### config.mk
export PLATFORM = sky130hd
export DESIGN_NAME = dcsw_core
export DESIGN_NICKNAME = d
export VERILOG_FILES = /design/src/pkg/dcsw_pkg.sv /design/src/rtl/dcsw_edge_detect.sv /design/src/rtl/dcsw_core.sv
export SDC_FILE = /design/constraint.sdc
export NUM_CORES = 1
export LEC_CHECK = 0
export BUFFER_PORTS_ARGS = -buffer_cell sky130_fd_sc_hd__buf_2
export CAP_MARGIN = 20
export CELL_PAD_IN_SITES_DETAIL_PLACEMENT = 0
export CELL_PAD_IN_SITES_GLOBAL_PLACEMENT = 2
export CORE_MARGIN = 3
export CORE_UTILIZATION = 25
export CTS_BUF_LIST = sky130_fd_sc_hd__clkbuf_4
export CTS_CLUSTER_SIZE = 10
export DETAILED_ROUTE_END_ITERATION = 12
export GPL_ROUTABILITY_DRIVEN = 0
export MAX_ROUTING_LAYER = met4
export PLACE_DENSITY = 0.84
export SYNTH_ARGS = -nofsm -noshare
export SYNTH_HDL_FRONTEND = slang
export SYNTH_SLANG_ARGS = --single-unit
### constraint.sdc
create_clock -name clock -period 0.8 [get_ports clock]
set_input_delay 0 -clock clock [delete_from_list [all_inputs] [get_ports clock]]
set_output_delay 0 -clock clock [all_outputs]
set_load 0.05 [all_outputs]
### src/pkg/dcsw_pkg.sv
// package for the drive command/state word block: bit positions, reset values,
// field structs and the reversing source encoding.
// assumes a single 40 MHz clock and synchronous active-low reset.
package dcsw_pkg;

  // command word bit positions
  localparam int CMD_PRESET_LO   = 0;
  localparam int CMD_DC_BRAKE_N  = 2;
  localparam int CMD_COAST_N     = 3;
  localparam int CMD_QSTOP_N     = 4;
  localparam int CMD_HOLD_N      = 5;
  localparam int CMD_RUN         = 6;
  localparam int CMD_RESET       = 7;
  localparam int CMD_JOG         = 8;
  localparam int CMD_RAMP2       = 9;
  localparam int CMD_VALID       = 10;
  localparam int CMD_RELAY_A     = 11;
  localparam int CMD_RELAY_B     = 12;
  localparam int CMD_SETUP_LO    = 13;
  localparam int CMD_REVERSE     = 15;

  // state word bit positions
  localparam int ST_CTRL_READY   = 0;
  localparam int ST_DRIVE_READY  = 1;
  localparam int ST_ENABLE       = 2;
  localparam int ST_TRIP         = 3;
  localparam int ST_ERROR        = 4;
  localparam int ST_RESERVED     = 5;
  localparam int ST_TRIPLOCK     = 6;
  localparam int ST_WARNING      = 7;
  localparam int ST_AT_REF       = 8;
  localparam int ST_BUS_CTRL     = 9;
  localparam int ST_IN_LIMIT     = 10;
  localparam int ST_RUNNING      = 11;
  localparam int ST_OVERTEMP     = 12;
  localparam int ST_VOLTAGE      = 13;
  localparam int ST_TORQUE       = 14;
  localparam int ST_TIMER        = 15;

  // reset values: safe command is all stop requests active (bits zero)
  localparam logic [15:0] CMD_RESET_VALUE   = 16'h0000;
  localparam logic [15:0] STATE_RESET_VALUE = 16'h0000;

  // reversing source selection
  typedef enum logic [1:0] {REV_DIGITAL, REV_SERIAL, REV_LOGIC_OR, REV_LOGIC_AND} dcsw_rev_src_t;

  // decoded command fields
  typedef struct packed {
    logic [1:0] presetSel;
    logic       dcBrake;
    logic       coast;
    logic       quickStop;
    logic       holdFreq;
    logic       rampStop;
    logic       jog;
    logic       rampSet2;
    logic [1:0] setupSel;
    logic       reverse;
  } dcsw_cmd_t;

  // drive condition inputs feeding the state word
  typedef struct packed {
    logic ctrlReady;
    logic tripped;
    logic errorNoTrip;
    logic tripLocked;
    logic warning;
    logic atReference;
    logic localStop;
    logic localRefSite;
    logic inSpeedLimits;
    logic startPresent;
    logic outputNonZero;
    logic overTempStop;
    logic dcLinkFault;
    logic currentLimit;
    logic thermalTimer;
    logic coastActive;
  } dcsw_cond_t;

endpackage

### src/rtl/dcsw_edge_detect.sv
// rising edge detector with registered pulse output.
// assumes input synchronous to clock.
`timescale 1ns/1ps
`default_nettype none
module dcsw_edge_detect
(
  input  wire logic clock,   // system clock
  input  wire logic nrst,    // sync reset, active low
  input  wire logic enable,  // sample qualifier
  input  wire logic level,   // watched level
  output var  logic pulse    // one cycle on 0 to 1
);
  logic prev;
  logic next_prev;
  logic next_pulse;

  // hold the old level when not sampled, so no false edge appears
  always_comb
  begin
    next_prev  = enable ? level : prev;
    next_pulse = enable & level & ~prev;
  end

  always_ff @(posedge clock)
  begin
    if (!nrst)
    begin
      prev  <= 1'b0;
      pulse <= 1'b0;
    end
    else
    begin
      prev  <= next_prev;
      pulse <= next_pulse;
    end
  end
endmodule
`default_nettype wire

### src/rtl/dcsw_core.sv
// command word decode and state word assembly for a drive bus profile.
// assumes telegram framing elsewhere delivers a word with a one-cycle strobe.
`timescale 1ns/1ps
`default_nettype none
//
// Overview of operation
// - bits 1:0 pick one of four presets
// - bit 2 low gives DC brake stop
// - bit 3 low coasts output stage off
// - bit 4 low ramps down quick-stop
// - bit 5 low freezes output frequency
// - frozen drive stops only by coast/brake/digital stop
// - bit 6 low ramps down to stop
// - trip reset only on bit 7 rise
// - bit 8 selects jog speed reference
// - bit 10 low means ignore word
// - bits 11/12 drive configured relays
// - bits 14:13 select set-up if enabled
// - bit 15 reverses if source allows
// - status 0 ready, 1 ready-but-coasting
// - status 3,4,6,7 trip, error, lock, warning
// - status 5 always zero
// - status 8 speed equals reference
// - status 9 bus control possible
// - status 10 in limits, 11 running
// - status 12-15 temp, voltage, current, timer
// - link lost forces state word zero
module dcsw_core
  import dcsw_pkg::*;
(
  input  wire logic          clock,          // 40 MHz system clock
  input  wire logic          nrst,           // sync reset, active low
  input  wire logic [15:0]   cmdWord,        // received command word
  input  wire logic          cmdStrobe,      // new telegram present
  input  wire logic          relayAFollow,   // relay A follows bit 11
  input  wire logic          relayBFollow,   // relay B follows bit 12
  input  wire logic          multiSetup,     // multi set-up enabled
  input  wire dcsw_rev_src_t revSource,      // reversing source
  input  wire logic          revInput,       // digital reverse input
  input  wire logic          diStop,         // digital DC brake/coast stop
  input  wire dcsw_cond_t    cond,           // drive conditions
  input  wire logic          linkLost,       // fieldbus link or comm fault
  output logic [1:0]         presetSel,      // preset reference index
  output logic               dcBrake,        // DC brake and stop
  output logic               coast,          // output stage off
  output logic               quickStop,      // quick-stop ramp down
  output logic               holdFreq,       // freeze output frequency
  output logic               rampStop,       // ramp down to stop
  output logic               allowStart,     // all start conditions held
  output logic               jog,            // jog speed reference
  output logic               rampSet2,       // second ramp pair
  output logic               tripReset,      // one-cycle trip clear
  output logic               relayA,         // relay A drive
  output logic               relayB,         // relay B drive
  output logic [1:0]         setupSel,       // active set-up index
  output logic               reverse,        // reverse rotation
  output logic [15:0]        driveStateWord  // reported state word
);

  logic [15:0] cmd;         // drive_command_word, last accepted
  logic [15:0] next_cmd;
  logic        cmdFresh;    // accepted word this cycle, feeds edge detect
  logic        next_cmdFresh;
  logic        resetPulse;
  logic [1:0]  setupHeld;
  dcsw_cmd_t   dec;
  dcsw_cmd_t   next_dec;
  logic        next_allowStart;
  logic        next_relayA;
  logic        next_relayB;
  logic [1:0]  next_setup;
  logic        next_reverse;
  logic [15:0] next_state;

  // capture only valid telegrams; others leave the old word in force
  always_comb
  begin
    next_cmd      = cmd;
    next_cmdFresh = 1'b0;
    if (cmdStrobe && cmdWord[CMD_VALID])
    begin
      next_cmd      = cmdWord;
      next_cmdFresh = 1'b1;
    end
  end

  always_ff @(posedge clock)
  begin
    if (!nrst)
    begin
      cmd      <= CMD_RESET_VALUE;
      cmdFresh <= 1'b0;
    end
    else
    begin
      cmd      <= next_cmd;
      cmdFresh <= next_cmdFresh;
    end
  end

  // reset edge is judged across accepted words only, so an ignored word cannot fake a rise
  dcsw_edge_detect u_reset_edge
  (
    .clock  (clock),
    .nrst   (nrst),
    .enable (cmdFresh),
    .level  (cmd[CMD_RESET]),
    .pulse  (resetPulse)
  );

  // field decode; stop bits are active low in the word
  always_comb
  begin
    next_dec.presetSel = cmd[CMD_PRESET_LO +: 2];
    next_dec.dcBrake   = ~cmd[CMD_DC_BRAKE_N];
    next_dec.coast     = ~cmd[CMD_COAST_N];
    next_dec.quickStop = ~cmd[CMD_QSTOP_N];
    next_dec.holdFreq  = ~cmd[CMD_HOLD_N];
    next_dec.rampStop  = ~cmd[CMD_RUN];
    next_dec.jog       = cmd[CMD_JOG];
    next_dec.rampSet2  = cmd[CMD_RAMP2];
    next_dec.setupSel  = cmd[CMD_SETUP_LO +: 2];
    next_dec.reverse   = cmd[CMD_REVERSE];
    // while frozen, only coast, DC brake or a digital stop may halt the drive
    if (next_dec.holdFreq)
      next_allowStart = ~(next_dec.coast | next_dec.dcBrake | diStop);
    else
      next_allowStart = ~(next_dec.coast | next_dec.dcBrake | diStop
                          | next_dec.quickStop | next_dec.rampStop);
    next_relayA  = relayAFollow & cmd[CMD_RELAY_A];
    next_relayB  = relayBFollow & cmd[CMD_RELAY_B];
    next_setup   = multiSetup ? cmd[CMD_SETUP_LO +: 2] : setupHeld;
    unique case (revSource)
      REV_DIGITAL:   next_reverse = revInput;
      REV_SERIAL:    next_reverse = cmd[CMD_REVERSE];
      REV_LOGIC_OR:  next_reverse = revInput | cmd[CMD_REVERSE];
      REV_LOGIC_AND: next_reverse = revInput & cmd[CMD_REVERSE];
    endcase
  end

  always_ff @(posedge clock)
  begin
    if (!nrst)
    begin
      dec        <= '0;
      allowStart <= 1'b0;
      relayA     <= 1'b0;
      relayB     <= 1'b0;
      setupHeld  <= 2'h0;
      reverse    <= 1'b0;
    end
    else
    begin
      dec        <= next_dec;
      allowStart <= next_allowStart;
      relayA     <= next_relayA;
      relayB     <= next_relayB;
      setupHeld  <= next_setup;
      reverse    <= next_reverse;
    end
  end

  // output aliases straight from decode flops
  assign presetSel = dec.presetSel;
  assign dcBrake   = dec.dcBrake;
  assign coast     = dec.coast;
  assign quickStop = dec.quickStop;
  assign holdFreq  = dec.holdFreq;
  assign rampStop  = dec.rampStop;
  assign jog       = dec.jog;
  assign rampSet2  = dec.rampSet2;
  assign setupSel  = setupHeld;
  assign tripReset = resetPulse;

  // state word assembly; a lost link blanks every bit
  always_comb
  begin
    next_state                 = STATE_RESET_VALUE;
    next_state[ST_CTRL_READY]  = cond.ctrlReady & ~cond.tripped;
    next_state[ST_DRIVE_READY] = cond.ctrlReady & ~cond.tripped & cond.coastActive;
    next_state[ST_ENABLE]      = ~cond.coastActive;
    next_state[ST_TRIP]        = cond.tripped;
    next_state[ST_ERROR]       = cond.errorNoTrip;
    next_state[ST_RESERVED]    = 1'b0;
    next_state[ST_TRIPLOCK]    = cond.tripLocked;
    next_state[ST_WARNING]     = cond.warning;
    next_state[ST_AT_REF]      = cond.atReference;
    next_state[ST_BUS_CTRL]    = ~(cond.localStop | cond.localRefSite);
    next_state[ST_IN_LIMIT]    = cond.inSpeedLimits;
    next_state[ST_RUNNING]     = cond.startPresent | cond.outputNonZero;
    next_state[ST_OVERTEMP]    = cond.overTempStop;
    next_state[ST_VOLTAGE]     = cond.dcLinkFault;
    next_state[ST_TORQUE]      = cond.currentLimit;
    next_state[ST_TIMER]       = cond.thermalTimer;
    if (linkLost)
      next_state = STATE_RESET_VALUE;
  end

  always_ff @(posedge clock)
  begin
    if (!nrst)
      driveStateWord <= STATE_RESET_VALUE;
    else
      driveStateWord <= next_state;
  end

  // checks
  property p_invalid_ignored;
    @(posedge clock) disable iff (!nrst)
    (cmdStrobe && !cmdWord[CMD_VALID]) |=> cmd == $past(cmd);
  endproperty
  a_invalid_ignored: assert property (p_invalid_ignored) else $error("invalid word changed command");

  property p_valid_taken;
    @(posedge clock) disable iff (!nrst)
    (cmdStrobe && cmdWord[CMD_VALID]) |=> cmd == $past(cmdWord);
  endproperty
  a_valid_taken: assert property (p_valid_taken) else $error("valid word not taken");

  property p_reset_edge;
    @(posedge clock) disable iff (!nrst)
    tripReset |-> cmd[CMD_RESET] && !$past(cmd[CMD_RESET], 2);
  endproperty
  a_reset_edge: assert property (p_reset_edge) else $error("trip reset without rising edge");

  property p_coast;
    @(posedge clock) disable iff (!nrst)
    !cmd[CMD_COAST_N] |=> coast && !allowStart;
  endproperty
  a_coast: assert property (p_coast) else $error("coast not applied");

  property p_brake;
    @(posedge clock) disable iff (!nrst)
    !cmd[CMD_DC_BRAKE_N] |=> dcBrake && !allowStart;
  endproperty
  a_brake: assert property (p_brake) else $error("dc brake not applied");

  property p_preset;
    @(posedge clock) disable iff (!nrst)
    ##1 presetSel == $past(cmd[1:0]);
  endproperty
  a_preset: assert property (p_preset) else $error("preset index wrong");

  property p_relay;
    @(posedge clock) disable iff (!nrst)
    (!relayAFollow || !cmd[CMD_RELAY_A]) |=> !relayA;
  endproperty
  a_relay: assert property (p_relay) else $error("relay A energised wrongly");

  property p_link_lost;
    @(posedge clock) disable iff (!nrst)
    linkLost |=> driveStateWord == 16'h0000;
  endproperty
  a_link_lost: assert property (p_link_lost) else $error("state word not blanked");

  property p_reserved;
    @(posedge clock) disable iff (!nrst)
    !driveStateWord[ST_RESERVED];
  endproperty
  a_reserved: assert property (p_reserved) else $error("reserved bit set");

  property p_trip_ready;
    @(posedge clock) disable iff (!nrst)
    (cond.tripped && !linkLost) |=> driveStateWord[ST_TRIP] && !driveStateWord[ST_CTRL_READY];
  endproperty
  a_trip_ready: assert property (p_trip_ready) else $error("trip status wrong");

  property p_setup_hold;
    @(posedge clock) disable iff (!nrst)
    !multiSetup |=> $stable(setupSel);
  endproperty
  a_setup_hold: assert property (p_setup_hold) else $error("set-up changed while single");

  // stop requests, selects and state bits one cycle after their cause
  property p_quick_stop;
    @(posedge clock) disable iff (!nrst)
    !cmd[CMD_QSTOP_N] |=> quickStop;
  endproperty
  a_quick_stop: assert property (p_quick_stop) else $error("quick stop not applied");

  property p_hold_start;
    @(posedge clock) disable iff (!nrst)
    (!cmd[CMD_HOLD_N] && cmd[CMD_DC_BRAKE_N] && cmd[CMD_COAST_N] && !diStop) |=> allowStart;
  endproperty
  a_hold_start: assert property (p_hold_start) else $error("frozen drive stopped wrongly");

  property p_ramp_stop;
    @(posedge clock) disable iff (!nrst)
    (cmd[CMD_HOLD_N] && !cmd[CMD_RUN]) |=> rampStop && !allowStart;
  endproperty
  a_ramp_stop: assert property (p_ramp_stop) else $error("ramp stop not applied");

  property p_jog;
    @(posedge clock) disable iff (!nrst)
    ##1 jog == $past(cmd[CMD_JOG]);
  endproperty
  a_jog: assert property (p_jog) else $error("jog select wrong");

  property p_ramp_set;
    @(posedge clock) disable iff (!nrst)
    ##1 rampSet2 == $past(cmd[CMD_RAMP2]);
  endproperty
  a_ramp_set: assert property (p_ramp_set) else $error("ramp pair select wrong");

  property p_reverse_serial;
    @(posedge clock) disable iff (!nrst)
    (revSource == REV_SERIAL) |=> reverse == $past(cmd[CMD_REVERSE]);
  endproperty
  a_reverse_serial: assert property (p_reverse_serial) else $error("serial reverse wrong");

  property p_running;
    @(posedge clock) disable iff (!nrst)
    (!linkLost && (cond.startPresent || cond.outputNonZero)) |=> driveStateWord[ST_RUNNING];
  endproperty
  a_running: assert property (p_running) else $error("running bit not set");

  property p_bus_ctrl;
    @(posedge clock) disable iff (!nrst)
    cond.localStop |=> !driveStateWord[ST_BUS_CTRL];
  endproperty
  a_bus_ctrl: assert property (p_bus_ctrl) else $error("bus control shown in local stop");

endmodule
`default_nettype wire

==> results of run 1 <==
[area by class of cell]
cell class,count,area share
timing repair buffer,123,0.4009
sequential,48,0.3446
multi-input combinational,81,0.1932
tap,75,0.03198
clock buffer,6,0.01535
inverter,8,0.01023
clock inverter,2,0.003838
[logic make-up (layout without fill, tap and decap cells)]
kind of cell / Yosys count / count (layout) / synth area share
mux: 3 / 3 / 0.01929
flops: 48 / 48 / 0.6174
other cells: 1 / 1 / 0.002409
compound gates: 27 / 27 / 0.1399
buf+inv: 16 / 139 / 0.04984
xor+xnor: 1 / 1 / 0.005628
simple gates: 49 / 49 / 0.1656
[state kept, by name (all words and copies together) (netlist names)]
name and count:
relayA 1, setupSel 2, cmdFresh 1, coast 1
rampSet2 1, presetSel 2, dcBrake 1, allowStart 1
jog 1, relayB 1, holdFreq 1, cmd 15
u_reset_edge.prev 1, rampStop 1, driveStateWord 15, u_reset_edge.pulse 1
reverse 1, quickStop 1
[power breakdown]
| part | total [uW] | switching [uW] | leakage [uW] | internal [uW] |
|---|---|---|---|---|
| sequential | 2570 | 59.2 | 0.000409 | 2510 |
| clock | 1120 | 748 | 0.0000293 | 370 |
| combinational | 967 | 461 | 0.000880 | 507 |
| total | 4660 | 1270 | 0.00132 | 3390 |
[routing by layer]
layer	share of wire	up-vias
met5	0	-
met4	0.0051	0
met3	0.061	2
met2	0.54	44
met1	0.39	649
li1	-	723
[cell usage after synthesis (2+ instances only)]
library cell  count  area share
and3_1            2      0.0080
nand2_1           8       0.019
and4b_1           2       0.013
inv_1             7       0.017
buf_2             4       0.013
dfxtp_1          48        0.62
nor2_1           11       0.027
nand3_1          10       0.032
a2bb2oi_1         5       0.028
nor2b_1           2      0.0080
a21bo_1           8       0.051
a21bo_2           2       0.013
mux2i_1           3       0.019
a21oi_1          10       0.032
buf_4             3       0.014
and2_1           10       0.040
[through the flow]
stage | utilization | setup TNS [ns] | setup slack, ns | total power (uW) | hold WS (ns)
final | 0.4898 | -1.307 | -0.05336 | 4657 | 0.04684
after global routing | 0.4898 | -3.444 | -0.1251 | 4939 | 0.02429
after CTS | 0.4760 | -2.180 | -0.09463 | 4707 | 0.01225
after detailed placement | 0.3461 | -0.04690 | -0.04690 | 3257 | 0.1631
after global placement | 0.3461 | -0.02521 | -0.02521 | 3251 | 0.1621
after floorplan | - | 0 | 0.002869 | 3004 | 0.07238
[how the worst max path moves through the flow]
stage / to / slack, ns / depth (start not counted)
floorplan: allowStart / 0.003 / 2
global route: relayA / -0.13 / 1
finish: driveStateWord[7] / -0.05 / 1
global placement: allowStart / -0.03 / 2
detailed placement: allowStart / -0.05 / 2
CTS: setupSel[1] / -0.09 / 1
[layout by cell type (no fill, tap or decap), types with 3 or more instances in the layout]
| master | netlist | routed |
|---|---|---|
| dfxtp_1 | 48 | 10 |
| a2bb2oi_1 | 5 | 5 |
| buf_8 | 0 | 21 |
| buf_6 | 0 | 12 |
| buf_12 | 0 | 4 |
| a21bo_1 | 8 | 8 |
| dfxtp_2 | 0 | 37 |
| and2_1 | 10 | 9 |
| inv_1 | 7 | 7 |
| dlygate4sd3_1 | 0 | 42 |
| nand3_1 | 10 | 10 |
| buf_2 | 4 | 42 |
| mux2i_1 | 3 | 3 |
| nor2_1 | 11 | 11 |
| nand2_1 | 8 | 7 |
| clkbuf_4 | 0 | 6 |
| a21oi_2 | 0 | 3 |
| a21oi_1 | 10 | 7 |
[repair_timing]
item	4_1_cts	5_1_grt
hold endpoints to repair	37	0
hold buffers	42	0
pin swaps	1	2
endpoints found under the setup margin	32	47
cloned	0	1
gates resized for setup	113	21
==> impl_metrics.json, run 1 <==
{
  "status": "complete, but fails checks",
  "violations": "negative setup slack",
  "pin_count": 75,
  "crit_buf_inv": 1,
  "overflow": 0,
  "hpwl_um": 2535,
  "ff2ff_setup_slack_ns": 0.01,
  "die_y_um": 84.91,
  "post-route-period-util": 1.067,
  "setup_viol": 32,
  "numClockSinks": 48,
  "worst_clock_skew_ns": 0.01214,
  "dr.first_iter.drc_count": 40,
  "startpoint_type": "flip-flop",
  "grt_antenna_before_repair": 0,
  "grt_usage": 0.1248,
  "cts_buffers": 5,
  "htree_levels": 2,
  "hold_class": "input pin to flip-flop",
  "cp_top_family": "flip-flops",
  "std_cell_rows": 28,
  "grt_util_met2": 0.2171,
  "grt_pass1_vias": 1500,
  "power_density_mw_per_mm2": 1587,
  "worstPathArrival_ns": 0.85,
  "drc": 0,
  "synth-main-ff-cell": "dfxtp_1",
  "multi_input_area_um2": 566.8,
  "dieArea_mm2": 0.007209,
  "grt_use_met1": 0.1360,
  "ff_latch_area_mm2": 0.001011,
  "n_antenna_cell": 0,
  "ys_seq_area_frac": 0.6174,
  "clock_latency_ns": 0.35,
  "synthArstFlopShare": 0,
  "worstHoldEndpoint": "presetSel[0]",
  "drive_above_1_share": 0.5224,
  "cts_setup_buffers": 0,
  "setup_ws_ns": -0.05336,
  "reg2reg_depth": 2,
  "crit_slowest_cell": "dfxtp_2",
  "r2r_start": "cmd[4]",
  "critPathCaptureType": "primary output",
  "whs_path_depth": 4,
  "clock_path_buffers": 2,
  "synth_area_per_cell_um2": 10.73,
  "rsz0062_at_grt": "yes",
  "fmax_mhz": 1172,
  "cts_tree": "built",
  "fp.dieW_um": 84.91,
  "routedWlPerCell_um": 12.05,
  "grt_pass1_wl_um": 6927,
  "fin_area_mm2": 0.002934,
  "fillers": 548,
  "drt_pre_antenna_iters": 3,
  "ys_ff_latch": 48,
  "placed_area_mm2": 0.002073,
  "irDropWorstVdd_v": 0.0009371,
  "yosysWarnings": 0,
  "busiest_layer": "met2",
  "fin_nets": 310,
  "io_buffers": 73,
  "synth_edf_count": 0,
  "grt_start_max_net_pins": 19,
  "synth_cell_type_count": 26,
  "core_mm2": 0.005991,
  "clk_pin_slew_ns": 0.14,
  "grt_use_met3": 0.04175,
  "fin_crit_ns": 0.8534,
  "ant_nets": 0,
  "syn-num-nets": 188,
  "holdCritStartpoint": "nrst",
  "avgViaCountPerCell": 4.134,
  "vias": 1418,
  "clockRootBuffer": "clkbuf_4",
  "synth_area_mm2": 0.001556,
  "final_cells": 343,
  "cp.required_ns": 0.80,
  "max-cap-violations": 0,
  "dp.cells": 292,
  "path_cells": "buf_8",
  "timing.rr.end": "allowStart",
  "startpoint": "driveStateWord[7]",
  "critPathKind": "flip-flop to primary output",
  "slowest_delay_ns": 0.36,
  "hold_viol": 0,
  "syn_inst": 145,
  "worstPathMaxFanout": 1,
  "p_leak_uw": 0.001318,
  "maxSlewViolCount": 0,
  "area_growth_pct": 88.50,
  "initial_utilization": 0.2598,
  "drt-total-wl_um": 4132
}
Power figures use the tool's default switching activity.
==> inputs of run 2 (changes only) <==
--- a/config.mk
+++ b/config.mk
@@ -10,7 +10,7 @@
 export CELL_PAD_IN_SITES_DETAIL_PLACEMENT = 0
 export CELL_PAD_IN_SITES_GLOBAL_PLACEMENT = 2
 export CORE_MARGIN = 3
-export CORE_UTILIZATION = 25
+export CORE_UTILIZATION = 24
 export CTS_BUF_LIST = sky130_fd_sc_hd__clkbuf_4
 export CTS_CLUSTER_SIZE = 10
 export DETAILED_ROUTE_END_ITERATION = 12
@@ -19,4 +19,5 @@
 export PLACE_DENSITY = 0.84
 export SYNTH_ARGS = -nofsm -noshare
 export SYNTH_HDL_FRONTEND = slang
+export SYNTH_HIERARCHICAL = 1
 export SYNTH_SLANG_ARGS = --single-unit
==> impl_metrics.json, run 2 <==
{
  "critPathKind": "flip-flop to primary output",
  "post-place-ws_ns": -0.1129,
  "status": "complete, but fails checks",
  "layout_commonest_cell": "buf_2",
  "power_density_mw_per_mm2": 1775,
  "clock_latency_ns": 0.35,
  "violations": "negative hold slack, negative setup slack",
  "ff_latch_area_mm2": 0.001001,
  "hpwl_um": 2537,
  "fp.dieW_um": 84.73,
  "r2r_start": "cmd[15]",
  "critPathCaptureType": "primary output",
  "setup_ws_ns": -0.07262,
  "clock_path_buffers": 2,
  "dieArea_mm2": 0.007179,
  "whs_path_depth": 3,
  "ys_top_cells_by_count": "dfxtp_1 (48), nand2_1 (24), nor2_1 (20)",
  "fin_nets": 310,
  "cts_tree": "built",
  "numClockSinks": 48,
  "avgViaCountPerCell": 4.032,
  "syn-num-nets": 192,
  "power.internal_uw": 3591,
  "drt_pre_antenna_iters": 4,
  "holdCritStartpoint": "linkLost",
  "layout_common_cells": "buf_2 (42), dlygate4sd3_1 (38), dfxtp_2 (32)",
  "core_mm2": 0.005956,
  "p_leak_uw": 0.001221,
  "htree_levels": 2,
  "die_y_um": 84.73,
  "syn_inst": 149,
  "dr.first_iter.drc_count": 21,
  "synth_cell_type_count": 24,
  "worst_pin_slew_ns": 0.5890,
  "drc": 0,
  "pwr-share-clk": 0.296,
  "power_frac_seq": 0.528,
  "drive_above_1_share": 0.4701,
  "grt_pass1_vias": 1401,
  "vias": 1383,
  "yosysWarnings": 6,
  "post-route-period-util": 1.091,
  "max-cap-violations": 0,
  "io_buffers": 73,
  "area_growth_pct": 84.10,
  "worstPathArrival_ns": 0.87,
  "whs_ns": -0.02706,
  "initial_utilization": 0.2498,
  "irDropWorstVdd_v": 0.0007560,
  "crit_slowest_cell": "dfxtp_2",
  "routedWlPerCell_um": 11.88,
  "std_cell_rows": 28,
  "switching_share": 0.2615,
  "setup_viol": 32,
  "grt_pass1_wl_um": 6644,
  "grt_start_max_net_pins": 17,
  "cts_buffers": 5,
  "synth_edf_count": 0,
  "clk_pin_slew_ns": 0.15,
  "pin_count": 75,
  "ant_nets": 0,
  "grt_antenna_before_repair": 0,
  "startpoint_type": "flip-flop",
  "synth_top_cell_by_area": "dfxtp_1",
  "grt_usage": 0.1210,
  "reg2reg_depth": 2,
  "hold_class": "input pin to flip-flop",
  "synth_area_leaders": "dfxtp_1 (65%), and2_1 (6.3%), nand2_1 (6.1%)",
  "postLayoutCoreUtil": 0.4599,
  "path_cells": "buf_8",
  "multi_input_area_um2": 484.2,
  "cp.required_ns": 0.80,
  "synthArstFlopShare": 0,
  "p_comb_frac": 0.176,
  "fmax_mhz": 1146,
  "ys_ff_latch": 48,
  "fin_crit_ns": 0.8726,
  "ff2ff_setup_slack_ns": 0.08,
  "reg.largest.list": "cmd x15, driveStateWord x15",
  "hold_viol": 13,
  "worst_clock_skew_ns": 0.01194,
  "fillers": 595,
  "worstHoldEndpoint": "driveStateWord[7]",
  "rsz0062_at_grt": "yes",
  "p_switching_uw": 1272,
  "synth_area_per_cell_um2": 9.984,
  "synth_area_mm2": 0.001488,
  "synth-main-ff-cell": "dfxtp_1",
  "clockRootBuffer": "clkbuf_4",
  "crit_buf_inv": 1,
  "slowest_delay_ns": 0.37,
  "drt-total-wl_um": 4076,
  "cp_top_family": "flip-flops",
  "slew_headroom": 0.6074,
  "maxSlewViolCount": 0,
  "worstPathMaxFanout": 1,
  "ys_seq_area_frac": 0.6459,
  "n_antenna_cell": 0,
  "timing.rr.end": "reverse",
  "overflow": 0,
  "yosysMostFrequentCell": "dfxtp_1",
  "synth_top_area_frac": 0.6459
}
==> run 2: cell count changes in the layout (fill, tap and decap cells not counted), sizes merged, moves of 5 or more <==
cell     before  now
nand2         8   24
a21bo        10    0
a2bb2oi       5    0
and2         10   16
o21ai         0    5
nor2         11   21
inv           8    3
nand3        11    0
==> run 2: timing repair <==
| item | 4_1_cts | 5_1_grt |
|---|---|---|
| gates cloned | 0 | 0 |
| gates resized for setup | 106 | 6 |
| hold buffers | 38 | 1 |
| buffers inserted | 0 | 0 |
| endpoints found under the setup margin | 32 | 33 |
| pin swaps | 0 | 0 |
| hold endpoints to repair | 36 | 15 |
==> run 2: kinds of logic after synthesis <==
group                  share of synthesized area
other                                   0.002521
buffers and inverters                    0.03364
AND/OR/NAND/NOR                           0.2313
AO/OA/AOI/OAI                            0.06644
multiplexers                             0.02019
flip-flops                                0.6459
==> run 2: routing by layer <==
layer	vias up	track usage	part of all wire
met1	604	0.1424	0.41
met5	-	-	0
li1	709	-	-
met2	65	0.2007	0.51
met4	0	0.03885	0.0098
met3	5	0.03238	0.071
==> run 2: final cells by class <==
type | count | area share
flip-flops and latches | 48 | 0.3655
clock buffers | 5 | 0.01370
well taps | 75 | 0.03426
multi-input cells | 92 | 0.1768
clock inverters | 3 | 0.01553
inverters | 3 | 0.004111
repair buffers | 117 | 0.3901
==> run 2: how the worst max path moves through the flow <==
stage	cells after the start	from	endpoint
2_1_floorplan	2	setupSel[0]	setupSel[0]
5_1_grt	1	driveStateWord[0]	driveStateWord[0]
6_report	1	driveStateWord[0]	driveStateWord[0]
3_3_place_gp	4	cmdStrobe	cmd[11]
3_5_place_dp	4	cmdStrobe	cmd[3]
4_1_cts	1	driveStateWord[10]	driveStateWord[10]
==> run 2: per-stage QoR <==
| step | total power [uW] | hold WS (ns) | TNS [ns] | std cells | cell area, um2 |
|---|---|---|---|---|---|
| 5_1_grt | 5091 | -0.04906 | -3.626 | 343 | 2739 |
| 6_report | 4862 | -0.02706 | -1.827 | 343 | 2739 |
| 3_5_place_dp | 3190 | 0.1724 | -1.477 | 297 | 1968 |
| 2_1_floorplan | 2960 | 0.07238 | 0 | 149 | 1490 |
| 4_1_cts | 4897 | -0.04153 | -2.494 | 343 | 2719 |
| 3_3_place_gp | 3182 | 0.1665 | -0.9136 | 297 | 1968 |
==> run 2: power groups by stage <==
stage | Clock, uW | Sequential (uW) | Combinational (uW)
finish | 1440 | 2570 | 854
global route | 1600 | 2580 | 915
CTS | 1480 | 2570 | 850
detailed placement | 0 | 2590 | 603
global placement | 0 | 2580 | 598
floorplan | 0 | 2800 | 158
==> inputs of run 3 (changes only) <==
--- a/config.mk
+++ b/config.mk
@@ -16,7 +16,8 @@
 export DETAILED_ROUTE_END_ITERATION = 12
 export GPL_ROUTABILITY_DRIVEN = 0
 export MAX_ROUTING_LAYER = met4
-export PLACE_DENSITY = 0.84
+export PLACE_DENSITY = 0.86
+export SKIP_LAST_GASP = 1
 export SYNTH_ARGS = -nofsm -noshare
 export SYNTH_HDL_FRONTEND = slang
 export SYNTH_HIERARCHICAL = 1
==> impl_metrics.json, run 3 (synthesis gave the netlist of run 2 again) <==
{
  "cp_top_family": "flip-flops",
  "reg2reg_depth": 2,
  "holdCritStartpoint": "linkLost",
  "vias": 1380,
  "final_cells": 343,
  "core_mm2": 0.005956,
  "cts_buffers": 5,
  "startpoint_type": "flip-flop",
  "crit_slowest_cell": "dfxtp_2",
  "cp.required_ns": 0.80,
  "status": "complete, but fails checks",
  "drt_pre_antenna_iters": 4,
  "std_cell_rows": 28,
  "worstPathMaxFanout": 2,
  "multi_input_area_um2": 488.0,
  "drc": 0,
  "worstPathArrival_ns": 0.88,
  "path_cells": "buf_8",
  "cts_tree": "built",
  "critPathCaptureType": "primary output",
  "clock_path_buffers": 2,
  "htree_levels": 2,
  "hpwl_um": 2480,
  "n_antenna_cell": 0,
  "layout_commonest_cell": "buf_2",
  "slowest_delay_ns": 0.38,
  "area_growth_pct": 85.70,
  "postCtsHoldBufs": 42,
  "fillers": 590,
  "violations": "negative hold slack, negative setup slack",
  "timing.rr.end": "reverse",
  "dp.cells": 295,
  "avgViaCountPerCell": 4.023,
  "maxSlewViolCount": 0,
  "clockRootBuffer": "clkbuf_4",
  "worst_pin_slew_ns": 0.5442,
  "p_leak_uw": 0.001234,
  "worst_clock_skew_ns": 0.01052,
  "critPathKind": "flip-flop to primary output",
  "fin_nets": 310,
  "grt_antenna_before_repair": 0,
  "layout_common_cells": "buf_2 (42), dlygate4sd3_1 (40), dfxtp_2 (32)",
  "whs_path_depth": 3,
  "setup_ws_ns": -0.07775,
  "drt-total-wl_um": 3837,
  "clock_latency_ns": 0.36,
  "reg.largest.list": "cmd x15, driveStateWord x15",
  "post-route-period-util": 1.097,
  "dieArea_mm2": 0.007179,
  "crit_buf_inv": 1,
  "fmax_mhz": 1139,
  "io_buffers": 73,
  "clk_pin_slew_ns": 0.13,
  "grt_pass1_vias": 1429,
  "grt_start_max_net_pins": 18,
  "dr.first_iter.drc_count": 20,
  "drive_above_1_share": 0.4627,
  "hold_class": "input pin to flip-flop",
  "overflow": 0,
  "max-cap-violations": 0,
  "irDropWorstVdd_v": 0.0006817,
  "grt_pass1_wl_um": 6334,
  "rsz0062_at_grt": "yes",
  "numClockSinks": 48,
  "fp.dieW_um": 84.73,
  "hold_viol": 5,
  "routedWlPerCell_um": 11.19,
  "pin_count": 75,
  "slew_headroom": 0.6372,
  "die_y_um": 84.73,
  "initial_utilization": 0.2498,
  "ff2ff_setup_slack_ns": 0.05,
  "power_density_mw_per_mm2": 1754,
  "setup_viol": 31,
  "worstHoldEndpoint": "driveStateWord[2]",
  "whs_ns": -0.01734,
  "cts_setup_buffers": 0,
  "ff_latch_area_mm2": 0.001001,
  "fin_crit_ns": 0.8777,
  "r2r_start": "cmd[15]",
  "ant_nets": 0,
  "grt_usage": 0.1151,
  "total_power_uw": 4847
}
-- run 3: cell types whose count changed in the layout (fill, tap and decap cells not counted), sizes merged --
cell and change:
clkbuf +1, buf -2, dlygate4sd3 +2, clkinv -1
-- run 3: area by class of cell --
class | count | area share
clock inverters | 2 | 0.01268
flip-flops and latches | 48 | 0.3623
well taps | 75 | 0.03397
repair buffers | 117 | 0.3940
clock buffers | 6 | 0.01630
multi-input cells | 92 | 0.1766
inverters | 3 | 0.004076
-- run 3: repair_timing --
item                                   4_1_cts  5_1_grt
setup endpoints to repair                   31       34
pin swaps                                    0        1
endpoints found under the hold margin       37        6
resized for setup                          105       12
-- run 3: how the worst max path moves through the flow --
stage	start	endpoint	cells past startpoint
6_report	setupSel[1]	setupSel[1]	1
5_1_grt	setupSel[1]	setupSel[1]	1
4_1_cts	setupSel[1]	setupSel[1]	1
3_5_place_dp	cmdStrobe	cmd[8]	4
3_3_place_gp	cmdStrobe	cmd[9]	4
2_1_floorplan	setupSel[0]	setupSel[0]	2
-- run 3: stage by stage --
| stage | setup WS [ns] | area (um2) | util | TNS [ns] |
|---|---|---|---|---|
| finish | -0.07775 | 2763 | 0.4639 | -1.376 |
| global route | -0.1486 | 2763 | 0.4639 | -3.377 |
| detailed placement | -0.1220 | 1953 | 0.3279 | -1.700 |
| CTS | -0.1078 | 2736 | 0.4595 | -2.432 |
| global placement | -0.08255 | 1953 | 0.3279 | -0.9815 |
| floorplan | 0.08434 | 1490 | - | 0 |
-- run 3: metal layers --
metal  track usage  up-vias  share of wire
li1              -      709              -
met1        0.1234      613           0.41
met2        0.1993       56           0.51
met3       0.04024        2          0.075
met4       0.03453        0         0.0039
met5             -        -              0
-- run 3: power breakdown --
group	switching, uW	internal, uW
logic	423	438
clock network	730	690
registers	60.0	2510
total	1210	3630
